==> src/rtl/relay_consts.svh <==
// relay output block constants: offsets, field layout, codes, timing
// assumes inclusion by the package and the modules of the relay block
// Overview of operation
// - three relays, each one selected function, working only with aux power
// - mechanical trip relay follows open mechanism with current present
// - mechanical alarm relay follows coil fault or open mechanism with current
// - electrical alarm relay follows OR of four internal fault flags
// - over/under voltage trip and alarm close when enabled and occurred
// - over/under frequency trip and alarm close when enabled and occurred
// - voltage/current unbalance trip and alarm close when enabled and occurred
// - reverse power, sequence, loss, demand close when enabled and occurred
// - event relays stay closed until button, communications or register reset
// - two AC inputs sampled into status readable over register port
// - serial port only answers master requests, never initiates
// - address 1..247, four baud rates, parity, stop bits, defaults
// - function codes 02 03 04 06 08 16 served, others refused
// - at most 122 registers per transaction, zero or larger counts refused
`ifndef RELAY_CONSTS_SVH
`define RELAY_CONSTS_SVH

`define N_RELAY          3
`define N_LATCH          20
`define N_AC             2
`define SEL_W            5

// relay function selections
`define SEL_OFF          5'h00
`define SEL_MECH_TRIP    5'h01
`define SEL_MECH_ALARM   5'h02
`define SEL_ELEC_ALARM   5'h03
`define SEL_LATCH_BASE   5'h04
`define SEL_LATCH_LAST   5'h17

// register byte offsets
`define A_CTRL           8'h00
`define A_SEL            8'h04
`define A_ENABLE         8'h08
`define A_STATUS         8'h0c
`define A_LATCH          8'h10
`define A_PORT           8'h14
`define A_INT_STAT       8'h18
`define A_INT_MASK       8'h1c

// field positions
`define CTRL_RESET_BIT   0
`define ST_AC_LSB        3
`define ST_AUX_BIT       5
`define PORT_BAUD_LSB    8
`define PORT_PAR_LSB     10
`define PORT_STOP_BIT    12
`define INT_LATCH_BIT    0
`define INT_AC_BIT       1
`define INT_REFUSED_BIT  2
`define INT_W            3

// serial port settings
`define ADDR_MIN         8'h01
`define ADDR_MAX         8'hf7
`define ADDR_DEF         8'h01
`define BAUD_DEF         2'h0
`define PAR_EVEN         2'h0
`define PAR_ODD          2'h1
`define PAR_NONE         2'h2
`define STOP_ONE         1'h0
`define CLK_HZ           100000000
`define BAUD_RATE0       9600
`define BAUD_RATE1       19200
`define BAUD_RATE2       38400
`define BAUD_RATE3       57600

// request codes and limits
`define FC_READ_INPUTS   8'h02
`define FC_READ_HOLD     8'h03
`define FC_READ_IN_REG   8'h04
`define FC_WRITE_SINGLE  8'h06
`define FC_DIAG          8'h08
`define FC_WRITE_MULTI   8'h10
`define QTY_MAX          8'h7a
`define EXC_FUNC         8'h01
`define EXC_VALUE        8'h03

`endif

==> src/rtl/relay_pkg.sv <==
// relay output block types and shared decode functions
// assumes the constants header sits beside it
`include "relay_consts.svh"
package relay_pkg;

   typedef logic [`SEL_W-1:0] relay_sel_t;

   typedef enum logic [2:0]
   {
      ST_IDLE   = 3'b001,
      ST_CHECK  = 3'b010,
      ST_ANSWER = 3'b100
   } req_state_e;

   typedef struct packed
   {
      logic coil_fault;
      logic mech_open;
      logic current_on;
      logic cfg_read_err;
      logic clock_fault;
      logic wdog_fault;
      logic health_alarm;
   } live_fault_s;

   typedef struct packed
   {
      logic       stop;
      logic [1:0] parity;
      logic [1:0] baud;
      logic [7:0] addr;
   } port_cfg_s;

   typedef struct packed
   {
      logic [7:0] addr;
      logic [7:0] func;
      logic [7:0] qty;
   } mb_req_s;

   typedef struct packed
   {
      logic       exc;
      logic [7:0] code;
      logic [7:0] func;
      logic [7:0] qty;
   } mb_rsp_s;

   // served request codes
   function automatic logic fc_supported(input logic [7:0] fc);
      case (fc)
         `FC_READ_INPUTS, `FC_READ_HOLD, `FC_READ_IN_REG,
         `FC_WRITE_SINGLE, `FC_DIAG, `FC_WRITE_MULTI:
            fc_supported = 1'b1;
         default:
            fc_supported = 1'b0;
      endcase
   endfunction

   // codes that carry a register count
   function automatic logic fc_counted(input logic [7:0] fc);
      fc_counted = (fc == `FC_READ_HOLD) || (fc == `FC_READ_IN_REG) ||
                   (fc == `FC_WRITE_MULTI);
   endfunction

endpackage

==> src/rtl/relay_channel.sv <==
// one relay output: function select and contact drive
// assumes latched events and live faults come from the top
`timescale 1ns/100ps
`include "relay_consts.svh"
module relay_channel
(
   input  wire logic                   mclk_i,
   input  wire logic                   rst_i,
   input  wire relay_pkg::relay_sel_t  sel_i,
   input  wire relay_pkg::live_fault_s live_i,
   input  wire logic [`N_LATCH-1:0]    latch_i,
   input  wire logic                   aux_power_i,
   output      logic                   close_o
);
   logic                   nxt_close;
   relay_pkg::relay_sel_t  idx;

   // function select
   always_comb
   begin
      idx = sel_i - `SEL_LATCH_BASE;
      case (sel_i)
         `SEL_OFF:        nxt_close = 1'b0;
         `SEL_MECH_TRIP:  nxt_close = live_i.mech_open & live_i.current_on;
         `SEL_MECH_ALARM: nxt_close = live_i.coil_fault |
                                      (live_i.mech_open & live_i.current_on);
         `SEL_ELEC_ALARM: nxt_close = live_i.cfg_read_err |
                                      live_i.clock_fault |
                                      live_i.wdog_fault | live_i.health_alarm;
         default:
            nxt_close = (sel_i <= `SEL_LATCH_LAST) ? latch_i[idx] : 1'b0;
      endcase
   end

   // contact drive
   always_ff @(posedge mclk_i)
   begin
      if (rst_i)
         close_o <= 1'b0;
      else
         close_o <= nxt_close & aux_power_i;
   end
endmodule

==> src/rtl/mb_request_check.sv <==
// serial request screening: address match, code and count checks
// assumes framing logic outside hands over decoded requests
`timescale 1ns/100ps
`include "relay_consts.svh"
module mb_request_check
(
   input  wire logic                 mclk_i,
   input  wire logic                 rst_i,
   input  wire relay_pkg::port_cfg_s cfg_i,
   input  wire logic                 req_valid_i,
   input  wire relay_pkg::mb_req_s   req_i,
   output      logic                 rsp_valid_o,
   output      relay_pkg::mb_rsp_s   rsp_o
);
   relay_pkg::req_state_e state_ff;
   relay_pkg::mb_req_s    req_ff;
   logic                  qty_bad;

   assign qty_bad = relay_pkg::fc_counted(req_ff.func) &&
                    ((req_ff.qty == 8'h00) || (req_ff.qty > `QTY_MAX));

   // sequencing, new requests ignored while busy
   always_ff @(posedge mclk_i)
   begin
      if (rst_i)
         state_ff <= relay_pkg::ST_IDLE;
      else
         case (state_ff)
            relay_pkg::ST_IDLE:
               if (req_valid_i)
                  state_ff <= relay_pkg::ST_CHECK;
            relay_pkg::ST_CHECK:  state_ff <= relay_pkg::ST_ANSWER;
            default:              state_ff <= relay_pkg::ST_IDLE;
         endcase
   end

   // request capture
   always_ff @(posedge mclk_i)
   begin
      if (rst_i)
         req_ff <= '0;
      else if (state_ff == relay_pkg::ST_IDLE && req_valid_i)
         req_ff <= req_i;
   end

   // answer build
   always_ff @(posedge mclk_i)
   begin
      if (rst_i)
      begin
         rsp_valid_o <= 1'b0;
         rsp_o       <= '0;
      end
      else
      begin
         rsp_valid_o <= (state_ff == relay_pkg::ST_CHECK) &&
                        (req_ff.addr == cfg_i.addr);
         if (state_ff == relay_pkg::ST_CHECK)
         begin
            rsp_o.func <= req_ff.func;
            rsp_o.qty  <= req_ff.qty;
            if (!relay_pkg::fc_supported(req_ff.func))
            begin
               rsp_o.exc  <= 1'b1;
               rsp_o.code <= `EXC_FUNC;
            end
            else if (qty_bad)
            begin
               rsp_o.exc  <= 1'b1;
               rsp_o.code <= `EXC_VALUE;
            end
            else
            begin
               rsp_o.exc  <= 1'b0;
               rsp_o.code <= 8'h00;
            end
         end
      end
   end
endmodule

==> src/rtl/relay_output_top.sv <==
// relay output block top: register port, event latches, relays,
// AC input status, serial port settings, interrupt
// assumes one 100 MHz clock, sync reset, requests already deframed
`timescale 1ns/100ps
`include "relay_consts.svh"
module relay_output_top
(
   input  wire logic                   mclk_i,
   input  wire logic                   rst_i,
   input  wire logic [7:0]             addr_i,
   input  wire logic [31:0]            wdata_i,
   input  wire logic                   wr_i,
   input  wire logic                   rd_i,
   output      logic [31:0]            rdata_o,
   input  wire logic                   aux_power_i,
   input  wire logic                   reset_button_i,
   input  wire logic                   comm_reset_i,
   input  wire relay_pkg::live_fault_s live_i,
   input  wire logic [`N_LATCH-1:0]    event_i,
   input  wire logic [`N_AC-1:0]       external_ac_input_i,
   input  wire logic                   req_valid_i,
   input  wire relay_pkg::mb_req_s     req_i,
   output      logic                   rsp_valid_o,
   output      relay_pkg::mb_rsp_s     rsp_o,
   output      relay_pkg::port_cfg_s   port_cfg_o,
   output      logic [15:0]            bit_div_o,
   output      logic [`N_RELAY-1:0]    relay_o,
   output      logic [`N_AC-1:0]       ac_status_o,
   output      logic                   irq_o
);

   ////////////////////////////////////////////////////////////////////
   // declarations
   logic [`N_RELAY*`SEL_W-1:0] sel_ff;
   logic [`N_LATCH-1:0]        enable_ff;
   logic [`N_LATCH-1:0]        latch_ff;
   logic [`N_LATCH-1:0]        hit_set;
   relay_pkg::port_cfg_s       port_ff;
   logic [`N_AC-1:0]           ac_ff;
   logic [`INT_W-1:0]          int_stat_ff;
   logic [`INT_W-1:0]          int_mask_ff;
   logic [`INT_W-1:0]          int_event;
   logic [31:0]                rdata_ff;
   logic [31:0]                nxt_rdata;
   logic [15:0]                bit_div_ff;
   logic                       clr;
   logic                       wr_ctrl;
   logic                       wr_port;
   logic [7:0]                 new_addr;
   logic [1:0]                 new_par;

   ////////////////////////////////////////////////////////////////////
   // functions

   // strobe plus address match
   function automatic logic bus_hit(input logic       stb,
                                    input logic [7:0] a,
                                    input logic [7:0] off);
      bus_hit = stb && (a == off);
   endfunction

   // bit period in clock cycles for a baud selection
   function automatic logic [15:0] baud_div(input logic [1:0] b);
      case (b)
         2'h0:    baud_div = 16'(`CLK_HZ / `BAUD_RATE0);
         2'h1:    baud_div = 16'(`CLK_HZ / `BAUD_RATE1);
         2'h2:    baud_div = 16'(`CLK_HZ / `BAUD_RATE2);
         default: baud_div = 16'(`CLK_HZ / `BAUD_RATE3);
      endcase
   endfunction

   ////////////////////////////////////////////////////////////////////
   // decode and reset request
   assign wr_ctrl  = bus_hit(wr_i, addr_i, `A_CTRL);
   assign wr_port  = bus_hit(wr_i, addr_i, `A_PORT);
   assign new_addr = wdata_i[7:0];
   assign new_par  = wdata_i[`PORT_PAR_LSB +: 2];
   assign clr      = reset_button_i | comm_reset_i |
                     (wr_ctrl & wdata_i[`CTRL_RESET_BIT]);
   assign hit_set  = enable_ff & event_i;

   ////////////////////////////////////////////////////////////////////
   // relay selection and function enables
   always_ff @(posedge mclk_i)
   begin
      if (rst_i)
      begin
         sel_ff    <= '0;
         enable_ff <= '0;
      end
      else
      begin
         if (bus_hit(wr_i, addr_i, `A_SEL))
            sel_ff <= wdata_i[`N_RELAY*`SEL_W-1:0];
         if (bus_hit(wr_i, addr_i, `A_ENABLE))
            enable_ff <= wdata_i[`N_LATCH-1:0];
      end
   end

   ////////////////////////////////////////////////////////////////////
   // event latches, set beats clear
   always_ff @(posedge mclk_i)
   begin
      if (rst_i)
         latch_ff <= '0;
      else
         latch_ff <= (latch_ff & {`N_LATCH{~clr}}) | hit_set;
   end

   ////////////////////////////////////////////////////////////////////
   // relay outputs
   genvar gi;
   generate
      for (gi = 0; gi < `N_RELAY; gi++)
      begin : g_relay
         relay_channel u_chan
         (
            .mclk_i      (mclk_i),
            .rst_i       (rst_i),
            .sel_i       (sel_ff[gi*`SEL_W +: `SEL_W]),
            .live_i      (live_i),
            .latch_i     (latch_ff),
            .aux_power_i (aux_power_i),
            .close_o     (relay_o[gi])
         );
      end
   endgenerate

   ////////////////////////////////////////////////////////////////////
   // AC input status
   always_ff @(posedge mclk_i)
   begin
      if (rst_i)
         ac_ff <= '0;
      else
         ac_ff <= external_ac_input_i;
   end
   assign ac_status_o = ac_ff;

   ////////////////////////////////////////////////////////////////////
   // serial port settings, bad field values keep old setting
   always_ff @(posedge mclk_i)
   begin
      if (rst_i)
      begin
         port_ff.addr   <= `ADDR_DEF;
         port_ff.baud   <= `BAUD_DEF;
         port_ff.parity <= `PAR_EVEN;
         port_ff.stop   <= `STOP_ONE;
      end
      else if (wr_port)
      begin
         if (new_addr >= `ADDR_MIN && new_addr <= `ADDR_MAX)
            port_ff.addr <= new_addr;
         if (new_par <= `PAR_NONE)
            port_ff.parity <= new_par;
         port_ff.baud <= wdata_i[`PORT_BAUD_LSB +: 2];
         port_ff.stop <= wdata_i[`PORT_STOP_BIT];
      end
   end

   // bit period for the serial framer
   always_ff @(posedge mclk_i)
   begin
      if (rst_i)
         bit_div_ff <= baud_div(`BAUD_DEF);
      else
         bit_div_ff <= baud_div(port_ff.baud);
   end
   assign port_cfg_o = port_ff;
   assign bit_div_o  = bit_div_ff;

   ////////////////////////////////////////////////////////////////////
   // request screening
   // slave only answers
   mb_request_check u_check
   (
      .mclk_i      (mclk_i),
      .rst_i       (rst_i),
      .cfg_i       (port_ff),
      .req_valid_i (req_valid_i),
      .req_i       (req_i),
      .rsp_valid_o (rsp_valid_o),
      .rsp_o       (rsp_o)
   );

   ////////////////////////////////////////////////////////////////////
   // interrupt status, mask, read clears, set beats clear
   always_comb
   begin
      int_event                   = '0;
      int_event[`INT_LATCH_BIT]   = |(hit_set & ~latch_ff);
      int_event[`INT_AC_BIT]      = ac_ff != external_ac_input_i;
      int_event[`INT_REFUSED_BIT] = rsp_valid_o & rsp_o.exc;
   end

   always_ff @(posedge mclk_i)
   begin
      if (rst_i)
      begin
         int_stat_ff <= '0;
         int_mask_ff <= '0;
      end
      else
      begin
         if (bus_hit(rd_i, addr_i, `A_INT_STAT))
            int_stat_ff <= int_event;
         else
            int_stat_ff <= int_stat_ff | int_event;
         if (bus_hit(wr_i, addr_i, `A_INT_MASK))
            int_mask_ff <= wdata_i[`INT_W-1:0];
      end
   end
   assign irq_o = |(int_stat_ff & int_mask_ff);

   ////////////////////////////////////////////////////////////////////
   // read mux, data valid only in the cycle after the strobe
   always_comb
   begin
      nxt_rdata = '0;
      case (addr_i)
         `A_SEL:      nxt_rdata[`N_RELAY*`SEL_W-1:0] = sel_ff;
         `A_ENABLE:   nxt_rdata[`N_LATCH-1:0]        = enable_ff;
         `A_STATUS:
         begin
            nxt_rdata[`N_RELAY-1:0]         = relay_o;
            nxt_rdata[`ST_AC_LSB +: `N_AC]  = ac_ff;
            nxt_rdata[`ST_AUX_BIT]          = aux_power_i;
         end
         `A_LATCH:    nxt_rdata[`N_LATCH-1:0]        = latch_ff;
         `A_PORT:     nxt_rdata[`PORT_STOP_BIT:0]    = port_ff;
         `A_INT_STAT: nxt_rdata[`INT_W-1:0]          = int_stat_ff;
         `A_INT_MASK: nxt_rdata[`INT_W-1:0]          = int_mask_ff;
         default:     nxt_rdata = '0;
      endcase
   end

   always_ff @(posedge mclk_i)
   begin
      if (rst_i)
         rdata_ff <= '0;
      else
         rdata_ff <= rd_i ? nxt_rdata : 32'h0000_0000;
   end
   assign rdata_o = rdata_ff;
endmodule

==> config.mk <==
export PLATFORM = sky130hd
export DESIGN_NAME = relay_output_top
export DESIGN_NICKNAME = d
export VERILOG_FILES = /design/src/rtl/relay_pkg.sv /design/src/rtl/relay_channel.sv /design/src/rtl/mb_request_check.sv /design/src/rtl/relay_output_top.sv
export VERILOG_INCLUDE_DIRS = /design/src /design/src/rtl
export SDC_FILE = /design/constraint.sdc
export NUM_CORES = 1
export LEC_CHECK = 0
export BUFFER_PORTS_ARGS = -buffer_cell sky130_fd_sc_hd__buf_2
export CELL_PAD_IN_SITES_DETAIL_PLACEMENT = 1
export CELL_PAD_IN_SITES_GLOBAL_PLACEMENT = 1
export CORE_AREA = 2 2 135 137
export DETAILED_ROUTE_END_ITERATION = 12
export DIE_AREA = 0 0 137 139
export PLACE_DENSITY = 0.84
export SYNTH_ARGS = -nofsm -noshare
export SYNTH_HDL_FRONTEND = slang
export SYNTH_SLANG_ARGS = --single-unit
export TNS_END_PERCENT = 5
==> constraint.sdc <==
create_clock -name mclk_i -period 4.2 [get_ports mclk_i]
set_input_delay 0.42 -clock mclk_i [delete_from_list [all_inputs] [get_ports mclk_i]]
set_output_delay 0.42 -clock mclk_i [all_outputs]
set_load 0.02 [all_outputs]
==> results by stage, run 1 <==
Worst setup path:
- The startpoint of the most critical register-to-register path is sel_ff[12]$_SDFFE_PP0P_.
- The top fanout value on the critical path is 36.
- The critical path required time is between 4 and 5 ns.
- STA classifies the critical path endpoint as a register.
- The register-to-register path setup slack is 1.98 ns.
- The kind of critical path is in2reg.
- The most critical setup path has its startpoint at addr_i[3].
- For the worst flop-to-flop path, the logic depth is 7.
- The master of the slowest instance on the critical path is sky130_fd_sc_hd__nor4b_4.
- The kind of cell adding the most delay to the critical path is simple AND/OR/NAND/NOR gates.
- The critical path goes through buf_2 -> nor4b_4 -> nand3_2 -> mux2i_1 -> nor2_1.
- In this run the critical register-to-register path is captured at g_relay[2].u_chan.close_o$_SDFF_PP0_.
- The worst setup path is launched from a primary input.
- The number of buffers and inverters on the critical path is 1.
- Data on the critical path arrives at its endpoint at between 2 and 3 ns.
- On the worst path, the slowest cell contributes a delay of around 0.77 ns.

Hold path:
- The path with the worst hold slack has its endpoint at u_check.req_ff[13]$_SDFFE_PP0P_.
- The worst hold path depth is 3.
- In this run the worst hold path is classified as in2reg.
- The critical hold path startpoint is req_i[13].

Global route:
- The first-pass GRT wire length is 35200 um.
- The via count of the first global-routing pass came to 6575.
- The number of antenna violations at the first check in global routing is 2.
- Summed over all layers, the global routing overflow is 0.
- Across every metal layer, demand over resource in global routing totals 0.242.
- The maximum number of pins on one net before global-route repair is 74.

Floorplanning:
- The floorplan die width is ~140 um.
- Row generation in the floorplan step produced around 50 rows.
- The floorplan die height is 139 um.
- The starting utilization of the core area is 0.412.
- 194 I/O pins were placed.
- The core footprint is between 0.015 and 0.02 sq mm.
- The die area is around 0.019 sq mm.

Placed design:
- After detailed placement, the design holds a cell count of ~1200.
- The area after detailed placement is 0.00805 sq mm.
- Summed over all nets, the half-perimeter wirelength after detailed placement is between 15000 and 20000 um.
- At the end of routability-driven placement, the weighted congestion stood at 0.924.
- In this run the tool buffered the top-level ports with about 160 buffer cells.
- The worst-case setup slack after placement is 1.59 ns.

Synthesis:
- The cell area that synthesis handed to floorplanning was between 0.007 and 0.008 sq mm.
- The most area-hungry cell type in the Yosys netlist is sky130_fd_sc_hd__dfxtp_1.
- A synthesized cell averages roughly 9 sq um.
- Sorting the synthesized cells by how often they occur yields sky130_fd_sc_hd__dfxtp_1, sky130_fd_sc_hd__nand2_1, sky130_fd_sc_hd__nor2_1.
- For this run, the register share of the synthesized area comes to 0.424.
- In this run, synthesis produced a sequential element count of 154.
- The count of unique library cells instantiated by Yosys is 59.
- The post-synthesis instance total is ~830.
- The most used flip-flop cell after synthesis is sky130_fd_sc_hd__dfxtp_1.
- The proportion of synthesized flip-flops having asynchronous set or reset is 0.
- Of the post-synthesis cell area, the dominant cell type holds 0.424.
- Sorting the synthesized cells by area gives the leading types as sky130_fd_sc_hd__dfxtp_1, sky130_fd_sc_hd__mux2i_1, sky130_fd_sc_hd__nand2_1.
- The synthesized design contains 0 enable-type register cells.
- Among all cell types in the netlist, the one instantiated most often is sky130_fd_sc_hd__dfxtp_1.
- The Yosys step of the flow raised 0 warnings.

Final layout:
- The proportion of layout cells with a drive suffix above 1 is 0.245.
- The filler cells instantiated in the layout total 2139.
- The number of antenna repair diodes is 0.
- The area taken by flip-flops and latches is between 0.003 and 0.004 sq mm.
- The multi-input combinational cells in the finished layout cover a total of around 0.0038 sq mm.
- The utilization of the core after routing is 0.490.
- The layout net count is approximately 1100.
- The finished cells cover 0.00866 sq mm.
- Leaving out filler cells and counting taps, the final layout contains 1188.
- The area growth from synthesis to layout is 19.0%.

Clock tree:
- The clock passes through at most 2 buffers.
- After clock tree synthesis, the repair step resized 0 gates.
- Buffers inserted to repair hold after CTS numbered 0.
- The number of clock sinks is between 150 and 200.
- Clock-pin slew was measured on the worst setup and hold paths at around 0.07 ns.
- Post-CTS timing repair inserted 0 buffers for setup.
- The total number of H-tree levels is 4.
- TritonCTS built the clock tree.
- Clock latency on the worst-skew pair, taken at its later pin, is 0.43 ns.
- The total clock buffers created by CTS is 17.
- The tree is rooted in a sky130_fd_sc_hd__clkbuf_16.

Timing:
- Setup violations remaining at the end of the flow were counted as 0.
- The final worst-path cycle share is 0.535.
- Setup repair after global routing left no endpoint under its margin.
- The setup TNS after final layout is 0 ns.
- The worst-margin pin slew is roughly 1.1 ns.
- The number of hold violations in the final report came to 0.
- The timing-limited maximum frequency is roughly 0.45 GHz.
- The worst hold margin is roughly 0.22 ns.
- In this run the tightest slew margin relative to its limit is 0.272.
- For the final database, setup skew stands at ~0.0088 ns.
- The clock period minus final worst setup slack is between 2 and 2.5 ns.
- After layout, the worst setup slack is 1.95 ns.
- The number of slew-limit violations in the final report is 0.

Routing:
- Dividing the detail-routed wire length by the instance count gives 19.4 um.
- The pre-antenna-repair detailed-routing pass consisted of 5 iterations.
- The detailed router finished its first iteration with between 300 and 400 violations.
- The remaining routing DRC violations is 0.
- The post-detailed-route count of antenna-violating nets is 0.
- Wires add up to 23000 um.
- The routed layout has about 6600 vias.
- Dividing the detail-routed via count by the number of cells gives between 5 and 6.

Job:
- Max-cap violations in this run came to 0.

Power:
- The post-route total power is roughly 3.3 mW.
- The analysis attributes to cell leakage a power of between 3 and 4 nW.
- The total power per unit cell area is ~380 mW/mm^2.
- VDD sags by at most between 0.2 and 0.3 mV.

Outcome:
- The flow ran to the end, and the final reports show no timing, DRC or antenna violations.
layer usage:
layer,up-vias,share of wire,global-route usage
li1,3088,-,-
met1,3184,0.40,0.282
met2,243,0.49,0.411
met3,50,0.070,0.0618
met4,2,0.037,0.114
met5,-,0.00048,0
flip-flops by register name, summed over array words and instances (netlist names):
signal,cells
u_check.req_ff,24
int_mask_ff,3
rdata_o,20
int_stat_ff,3
ac_status_o,2
g_relay.u_chan.close_o,3
latch_ff,20
u_check.rsp_valid_o,1
enable_ff,20
sel_ff,15
u_check.state_ff,3
u_check.rsp_o,18
port_cfg_o,13
bit_div_o,9
worst register-to-register path, delay by kind of cell (launching register included):
kind,cells,cell delay [ns]
flip-flops,1,0.48
AO/OA/AOI/OAI,4,0.99
buffers and inverters,1,0.13
adder cells (fa/ha/maj),1,0.25
AND/OR/NAND/NOR,1,0.22
layout by cell type (no fill, tap or decap), types with 3 or more instances in the layout:
cell / n
sky130_fd_sc_hd__a211oi_2: 3
sky130_fd_sc_hd__a21oi_1: 80
sky130_fd_sc_hd__a22o_1: 4
sky130_fd_sc_hd__a22oi_1: 16
sky130_fd_sc_hd__a31oi_1: 10
sky130_fd_sc_hd__and2_1: 4
sky130_fd_sc_hd__and3_1: 4
sky130_fd_sc_hd__buf_2: 157
sky130_fd_sc_hd__buf_4: 6
sky130_fd_sc_hd__bufinv_16: 3
sky130_fd_sc_hd__clkbuf_16: 17
sky130_fd_sc_hd__clkinvlp_4: 5
sky130_fd_sc_hd__conb_1: 23
sky130_fd_sc_hd__dfxtp_1: 154
sky130_fd_sc_hd__ha_1: 12
sky130_fd_sc_hd__inv_1: 14
sky130_fd_sc_hd__inv_6: 3
sky130_fd_sc_hd__mux2_2: 11
sky130_fd_sc_hd__mux2i_1: 53
sky130_fd_sc_hd__mux4_2: 15
sky130_fd_sc_hd__nand2_1: 140
sky130_fd_sc_hd__nand3_1: 17
sky130_fd_sc_hd__nand3b_1: 4
sky130_fd_sc_hd__nand4_1: 5
sky130_fd_sc_hd__nor2_1: 82
sky130_fd_sc_hd__nor2b_1: 12
sky130_fd_sc_hd__nor3_1: 17
sky130_fd_sc_hd__nor3b_1: 3
sky130_fd_sc_hd__nor4_1: 5
sky130_fd_sc_hd__o2111ai_1: 4
sky130_fd_sc_hd__o21ai_0: 6
sky130_fd_sc_hd__o22ai_1: 12
sky130_fd_sc_hd__o32ai_1: 3
sky130_fd_sc_hd__or4_1: 4
sky130_fd_sc_hd__xnor2_1: 12
cells by family (layout without fill, tap and decap cells):
| family | Yosys count | after routing | synth area share |
|---|---|---|---|
| AOI/OAI and AO/OA | 154 | 154 | 0.133 |
| adders and majority gates | 12 | 12 | 0.0206 |
| buffers and inverters | 96 | 208 | 0.0686 |
| and+or+nand+nor | 316 | 316 | 0.201 |
| xor gates and xnor gates | 13 | 13 | 0.0157 |
| muxes | 79 | 79 | 0.136 |
| other | 1 | 23 | 0.000516 |
| DFF | 154 | 154 | 0.424 |
worst max-delay path by stage:
stage                            endpoint  cells past startpoint
6_report          sel_ff[14]$_SDFFE_PP0P_                      5
5_1_grt           sel_ff[12]$_SDFFE_PP0P_                      5
4_1_cts           sel_ff[14]$_SDFFE_PP0P_                      5
3_5_place_dp       sel_ff[9]$_SDFFE_PP0P_                      5
3_3_place_gp   port_cfg_o[4]$_SDFFE_PP0P_                      6
2_1_floorplan  port_cfg_o[0]$_SDFFE_PP1P_                      7
layout make-up:
cell class / instances / area share
clock buffer: 18 / 0.0507
clock inverter: 13 / 0.0194
inverter: 14 / 0.00607
multi-input combinational: 597 / 0.439
sequential: 154 / 0.356
tap: 229 / 0.0331
timing repair buffer: 163 / 0.0960
report_power, final:
part	switching, mW	internal [mW]
clock	0.626	0.951
combinational	0.148	0.0760
sequential	0.0212	1.48
total	0.795	2.51
(Power assumes the default switching activity.)
==> run 2: changes to the inputs <==
ABC_AREA = 1   (was not set)
CORE_AREA = 2 2 152 154   (was 2 2 135 137)
DIE_AREA = 0 0 154 156   (was 0 0 137 139)
PLACE_DENSITY = 0.76   (was 0.84)
clock period = 1.9 ns   (was 4.2 ns; I/O delays follow)
==> run 2 against run 1 <==
Sequential share of layout area decreased by 2.4 points. Via count increased by 16%. Critical path depth increased by 6. Non-clock buffer count increased by 33. Synthesized cell count increased by 30%. Total power increased by 130%. Clock skew about the same. Count of clock-buffer cells in the layout unchanged. Flip-flop and latch count unchanged.
==> results by stage, run 2 <==
Floorplanning:
- The floorplan die height is 156 um (+12%).
- The floorplan die width is 154 um (+12%).
- The starting utilization of the core area is 0.335 (-0.0772).
- The number of I/O pins is 194 (unchanged).
- The die area is 0.0240 sq mm (+26%).
- The core footprint is 0.0224 sq mm (+27%).
- The row count is 55 (+12%).

Clock tree:
- The total number of H-tree levels is 4 (unchanged).
- The number of clock sinks is 154 (unchanged).
- The clock slew at the register clock pins of the worst setup and hold paths is 0.06 ns (about the same).
- The number of buffers on the longest clock path is 2 (unchanged).
- TritonCTS built the clock tree.
- The buffer cell driving the clock tree root is sky130_fd_sc_hd__clkbuf_16.
- The total clock buffers created by CTS is 17 (unchanged).
- The clock latency on the worst-skew pair is 0.43 ns (about the same).

Synthesis:
- The most area-hungry cell type in the Yosys netlist is sky130_fd_sc_hd__dfxtp_1.
- By area the synthesized netlist is led by sky130_fd_sc_hd__dfxtp_1, sky130_fd_sc_hd__nand2_1, sky130_fd_sc_hd__a21oi_1.
- After synthesis, the most frequently instantiated cells are sky130_fd_sc_hd__nand2_1, sky130_fd_sc_hd__dfxtp_1, sky130_fd_sc_hd__inv_1.
- The cell area after synthesis is 0.00749 sq mm (+2.9%).
- The count of unique library cells instantiated by Yosys is 40 (-32%).
- The proportion of synthesized flip-flops having asynchronous set or reset is 0 (unchanged).
- The portion of synthesized cell area occupied by the leading cell type is 0.412 (-0.0120).
- Among all cell types in the netlist, the one instantiated most often is sky130_fd_sc_hd__nand2_1.
- The most used flip-flop cell after synthesis is sky130_fd_sc_hd__dfxtp_1.
- The yosys synthesis warning count came to 0 (unchanged).
- The fraction of the yosys area taken by sequential cells is 0.412 (-0.0120).
- The count of flip-flops with a built-in enable after synthesis is 0 (unchanged).
- The average cell area after synthesis came to 6.99 sq um (-21%).
- The register bit count reported by yosys came to 154 (unchanged).
- The post-synthesis instance total is 1071 (+30%).

Placed design:
- The cell total after placement is 1500 (+30%).
- The area after detailed placement is 0.00859 sq mm (+6.7%).
- The global placer's final weighted congestion came to 0.913 (-1.1%).
- The sum of net half-perimeters after detailed placement came to 20800 um (+24%).
- The number of I/O port buffers was 158 (unchanged).
- The worst-case setup slack after placement was 0.153 ns (-1.43 ns).

Routing:
- The remaining routing DRC violations was 0 (unchanged).
- The final wirelength is 27100 um (+18%).
- The iteration count of the initial detailed-routing pass is 5 (unchanged).
- The iteration-0 DRC count of the detailed router is 435 (+43%).
- The routed wire length per instance was 17.7 um (-8.8%).
- The post-detailed-route count of antenna-violating nets came to 0 (unchanged).
- The via density per instance is 4.97 (-10%).
- The via count is 7631 (+16%).

Final layout:
- In the layout the commonest cells are sky130_fd_sc_hd__nand2_1, sky130_fd_sc_hd__buf_2, sky130_fd_sc_hd__dfxtp_1.
- The area taken by flip-flops and latches is 0.00308 sq mm (unchanged).
- The number of flip-flops under the largest register name is 24 (unchanged).
- The top register by number of flip-flops is u_check.req_ff.
- The area growth from synthesis to layout is 23.9%.
- The layout net count is 1350 (+27%).
- The number of fillers in the final layout is 2863 (+34%).
- The final standard cell count with taps included and fillers excluded is 1535 (+29%).
- The final standard cell area without fillers came to 0.00928 sq mm (+7.2%).
- The number of antenna repair diodes is 0 (unchanged).
- The area of combinational cells with multiple inputs came to 0.00357 sq mm (-6.0%).
- The proportion of layout cells with a drive suffix above 1 is 0.207 (-0.0378).
- The utilization of the core after routing came to 0.415 (-0.0753).
- Leaving out fill and tap cells, the most frequent cell in the layout is sky130_fd_sc_hd__nand2_1.

Job:
- The number of max-cap violations is 0 (unchanged).

Timing:
- Dividing the final minimum period by the clock period gives 0.851.
- The worst clock skew on the final layout is 0.00863 ns (-0.000161 ns).
- The final count of negative-setup-slack endpoints is 0 (unchanged).
- The worst hold margin is 0.0184 ns (-0.206 ns).
- Setup repair after global routing left no endpoint under its margin.
- The number of hold violations in the final report is 0 (unchanged).
- The worst-case setup margin in the final layout is 0.283 ns (-1.67 ns).
- The number of slew-limit violations in the final report is 0 (unchanged).
- The setup TNS after final layout was 0 ns (unchanged).
- The clock period minus final worst setup slack is ~1.6 ns.
- The worst-margin pin slew is 0.579 ns (-0.508 ns).
- The relative slew slack came to 0.611 (+0.340).
- The timing-limited maximum frequency is about 0.62 GHz.

Global route:
- The total global routing overflow came to 0 (unchanged).
- The total routing usage reported by global routing is 0.226 (-0.0157).
- The routing usage on met1 was 0.290 (+0.00847).
- The global-route track usage on met2 is 0.385 (-0.0258).
- The number of antenna violations at the first check in global routing is 3 (+1).
- The global-route layer with the greatest usage is met2.
- The via count of the first global-routing pass is 7568 (+15%).
- The maximum number of pins on one net before global-route repair came to 52 (-30%).
- The met3 track demand over resource is 0.0506 (-0.0112).
- The first-pass GRT wire length is 42100 um (+19%).

Worst setup path:
- The stage delay of the slowest cell on the critical path is 0.42 ns (-0.35 ns).
- The setup path with the least slack is of type reg2reg.
- The critical path required time was 2.25 ns (-2.23 ns).
- Among cell families on the critical path, the largest total delay comes from simple AND/OR/NAND/NOR gates.
- Counting stages on the worst path, the most repeated cell is sky130_fd_sc_hd__nand2_1.
- The category of the worst setup path launch point is a register.
- The largest individual stage delay along the critical path comes from the cell sky130_fd_sc_hd__dfxtp_1.
- The data arrival at the endpoint of the critical path is 1.96 ns (-0.57 ns).
- The signal on the critical path passes through inv_1 -> ha_1 -> inv_1 -> nand2_1 -> nand2_1 -> nor2_1 -> nand3_1 -> nand2_1 -> nand2_1 -> nand3_1 -> a21oi_1.
- The number of buffers and inverters on the critical path came to 2 (+1).
- The top fanout value on the critical path was 6 (-83%).
- The number of cells on the worst reg-to-reg path is 11 (+4).
- The worst setup path is captured at a register.
- The depth of the critical timing path with buffers and inverters included is 11 (+6).

Hold path:
- The worst hold path belongs to the class in2reg.
- The worst hold path depth is 3 (unchanged).

Outcome:
- The flow ran to the end, and the final reports show no timing, DRC or antenna violations.

Power:
- The post-route total power came to 7.75 mW (+130%).
- The total power per unit cell area is 835 mW/mm^2 (+120%).
- The maximum ir drop on the vdd rail is 0.516 mV (+86%).
- The standby leakage power is 4.15 nW (+14%).
==> run 2: cell types whose count changed after synthesis, moves of 11 or more <==
cell and delta:
sky130_fd_sc_hd__inv_1 +117, sky130_fd_sc_hd__o21ai_0 +79, sky130_fd_sc_hd__nand3_1 +72, sky130_fd_sc_hd__mux2i_1 -53
sky130_fd_sc_hd__nand2_1 +48, sky130_fd_sc_hd__nor2_1 +30, sky130_fd_sc_hd__a21oi_1 +23, sky130_fd_sc_hd__mux4_2 -15
sky130_fd_sc_hd__or2_2 +15, sky130_fd_sc_hd__a22oi_1 -14, sky130_fd_sc_hd__nor2b_1 -12, sky130_fd_sc_hd__o21ai_1 +12
sky130_fd_sc_hd__mux2_2 -11
==> run 2: worst paths after layout <==
kind,end,slack [ns],from
max,g_relay[0].u_chan.close_o$_SDFF_PP0_,0.28,sel_ff[2]$_SDFFE_PP0P_
min,u_check.req_ff[21]$_SDFFE_PP0P_,0.02,req_i[21]
max reg2reg,g_relay[0].u_chan.close_o$_SDFF_PP0_,0.28,sel_ff[2]$_SDFFE_PP0P_
min reg2reg,int_stat_ff[2]$_SDFF_PP0_,0.46,int_stat_ff[2]$_SDFF_PP0_
==> run 2: logic make-up after synthesis <==
family	share of synthesized area
AO/OA/AOI/OAI	0.170
buffers and inverters	0.123
AND/OR/NAND/NOR	0.263
XOR/XNOR	0.0117
adder cells (fa/ha/maj)	0.0201
other	0.000501
flip-flops	0.412
==> run 2: tightest hold or removal path: cells and delay by family <==
kind                   cells  cell delay [ns]
AOI/OAI and AO/OA          1             0.07
buffers and inverters      1             0.07
and+or+nand+nor            1             0.08
==> run 2: area by class of cell <==
class	instances	share of cell area
Clock buffer	18	0.0462
Clock inverter	14	0.0251
Inverter	137	0.0554
Multi-Input combinational cell	731	0.385
Sequential cell	154	0.332
Tap cell	285	0.0384
Timing Repair Buffer	196	0.118
==> run 2: layer usage <==
| layer | vias to the layer above | share of wire |
|---|---|---|
| met4 | 6 | 0.015 |
| li1 | 3763 | - |
| met2 | 211 | 0.48 |
| met3 | 35 | 0.058 |
| met1 | 3616 | 0.44 |
| met5 | - | 0.0015 |
==> run 2: power breakdown <==
group	switching (mW)	internal, mW
combinational	0.370	0.188
sequential	0.0449	3.30
clock	1.48	2.37
total	1.90	5.85
==> run 2: timing repair <==
item,CTS,global route
resized for setup,0,0
buffers inserted,0,0
endpoints found under the hold margin,3,0
hold buffers,3,0
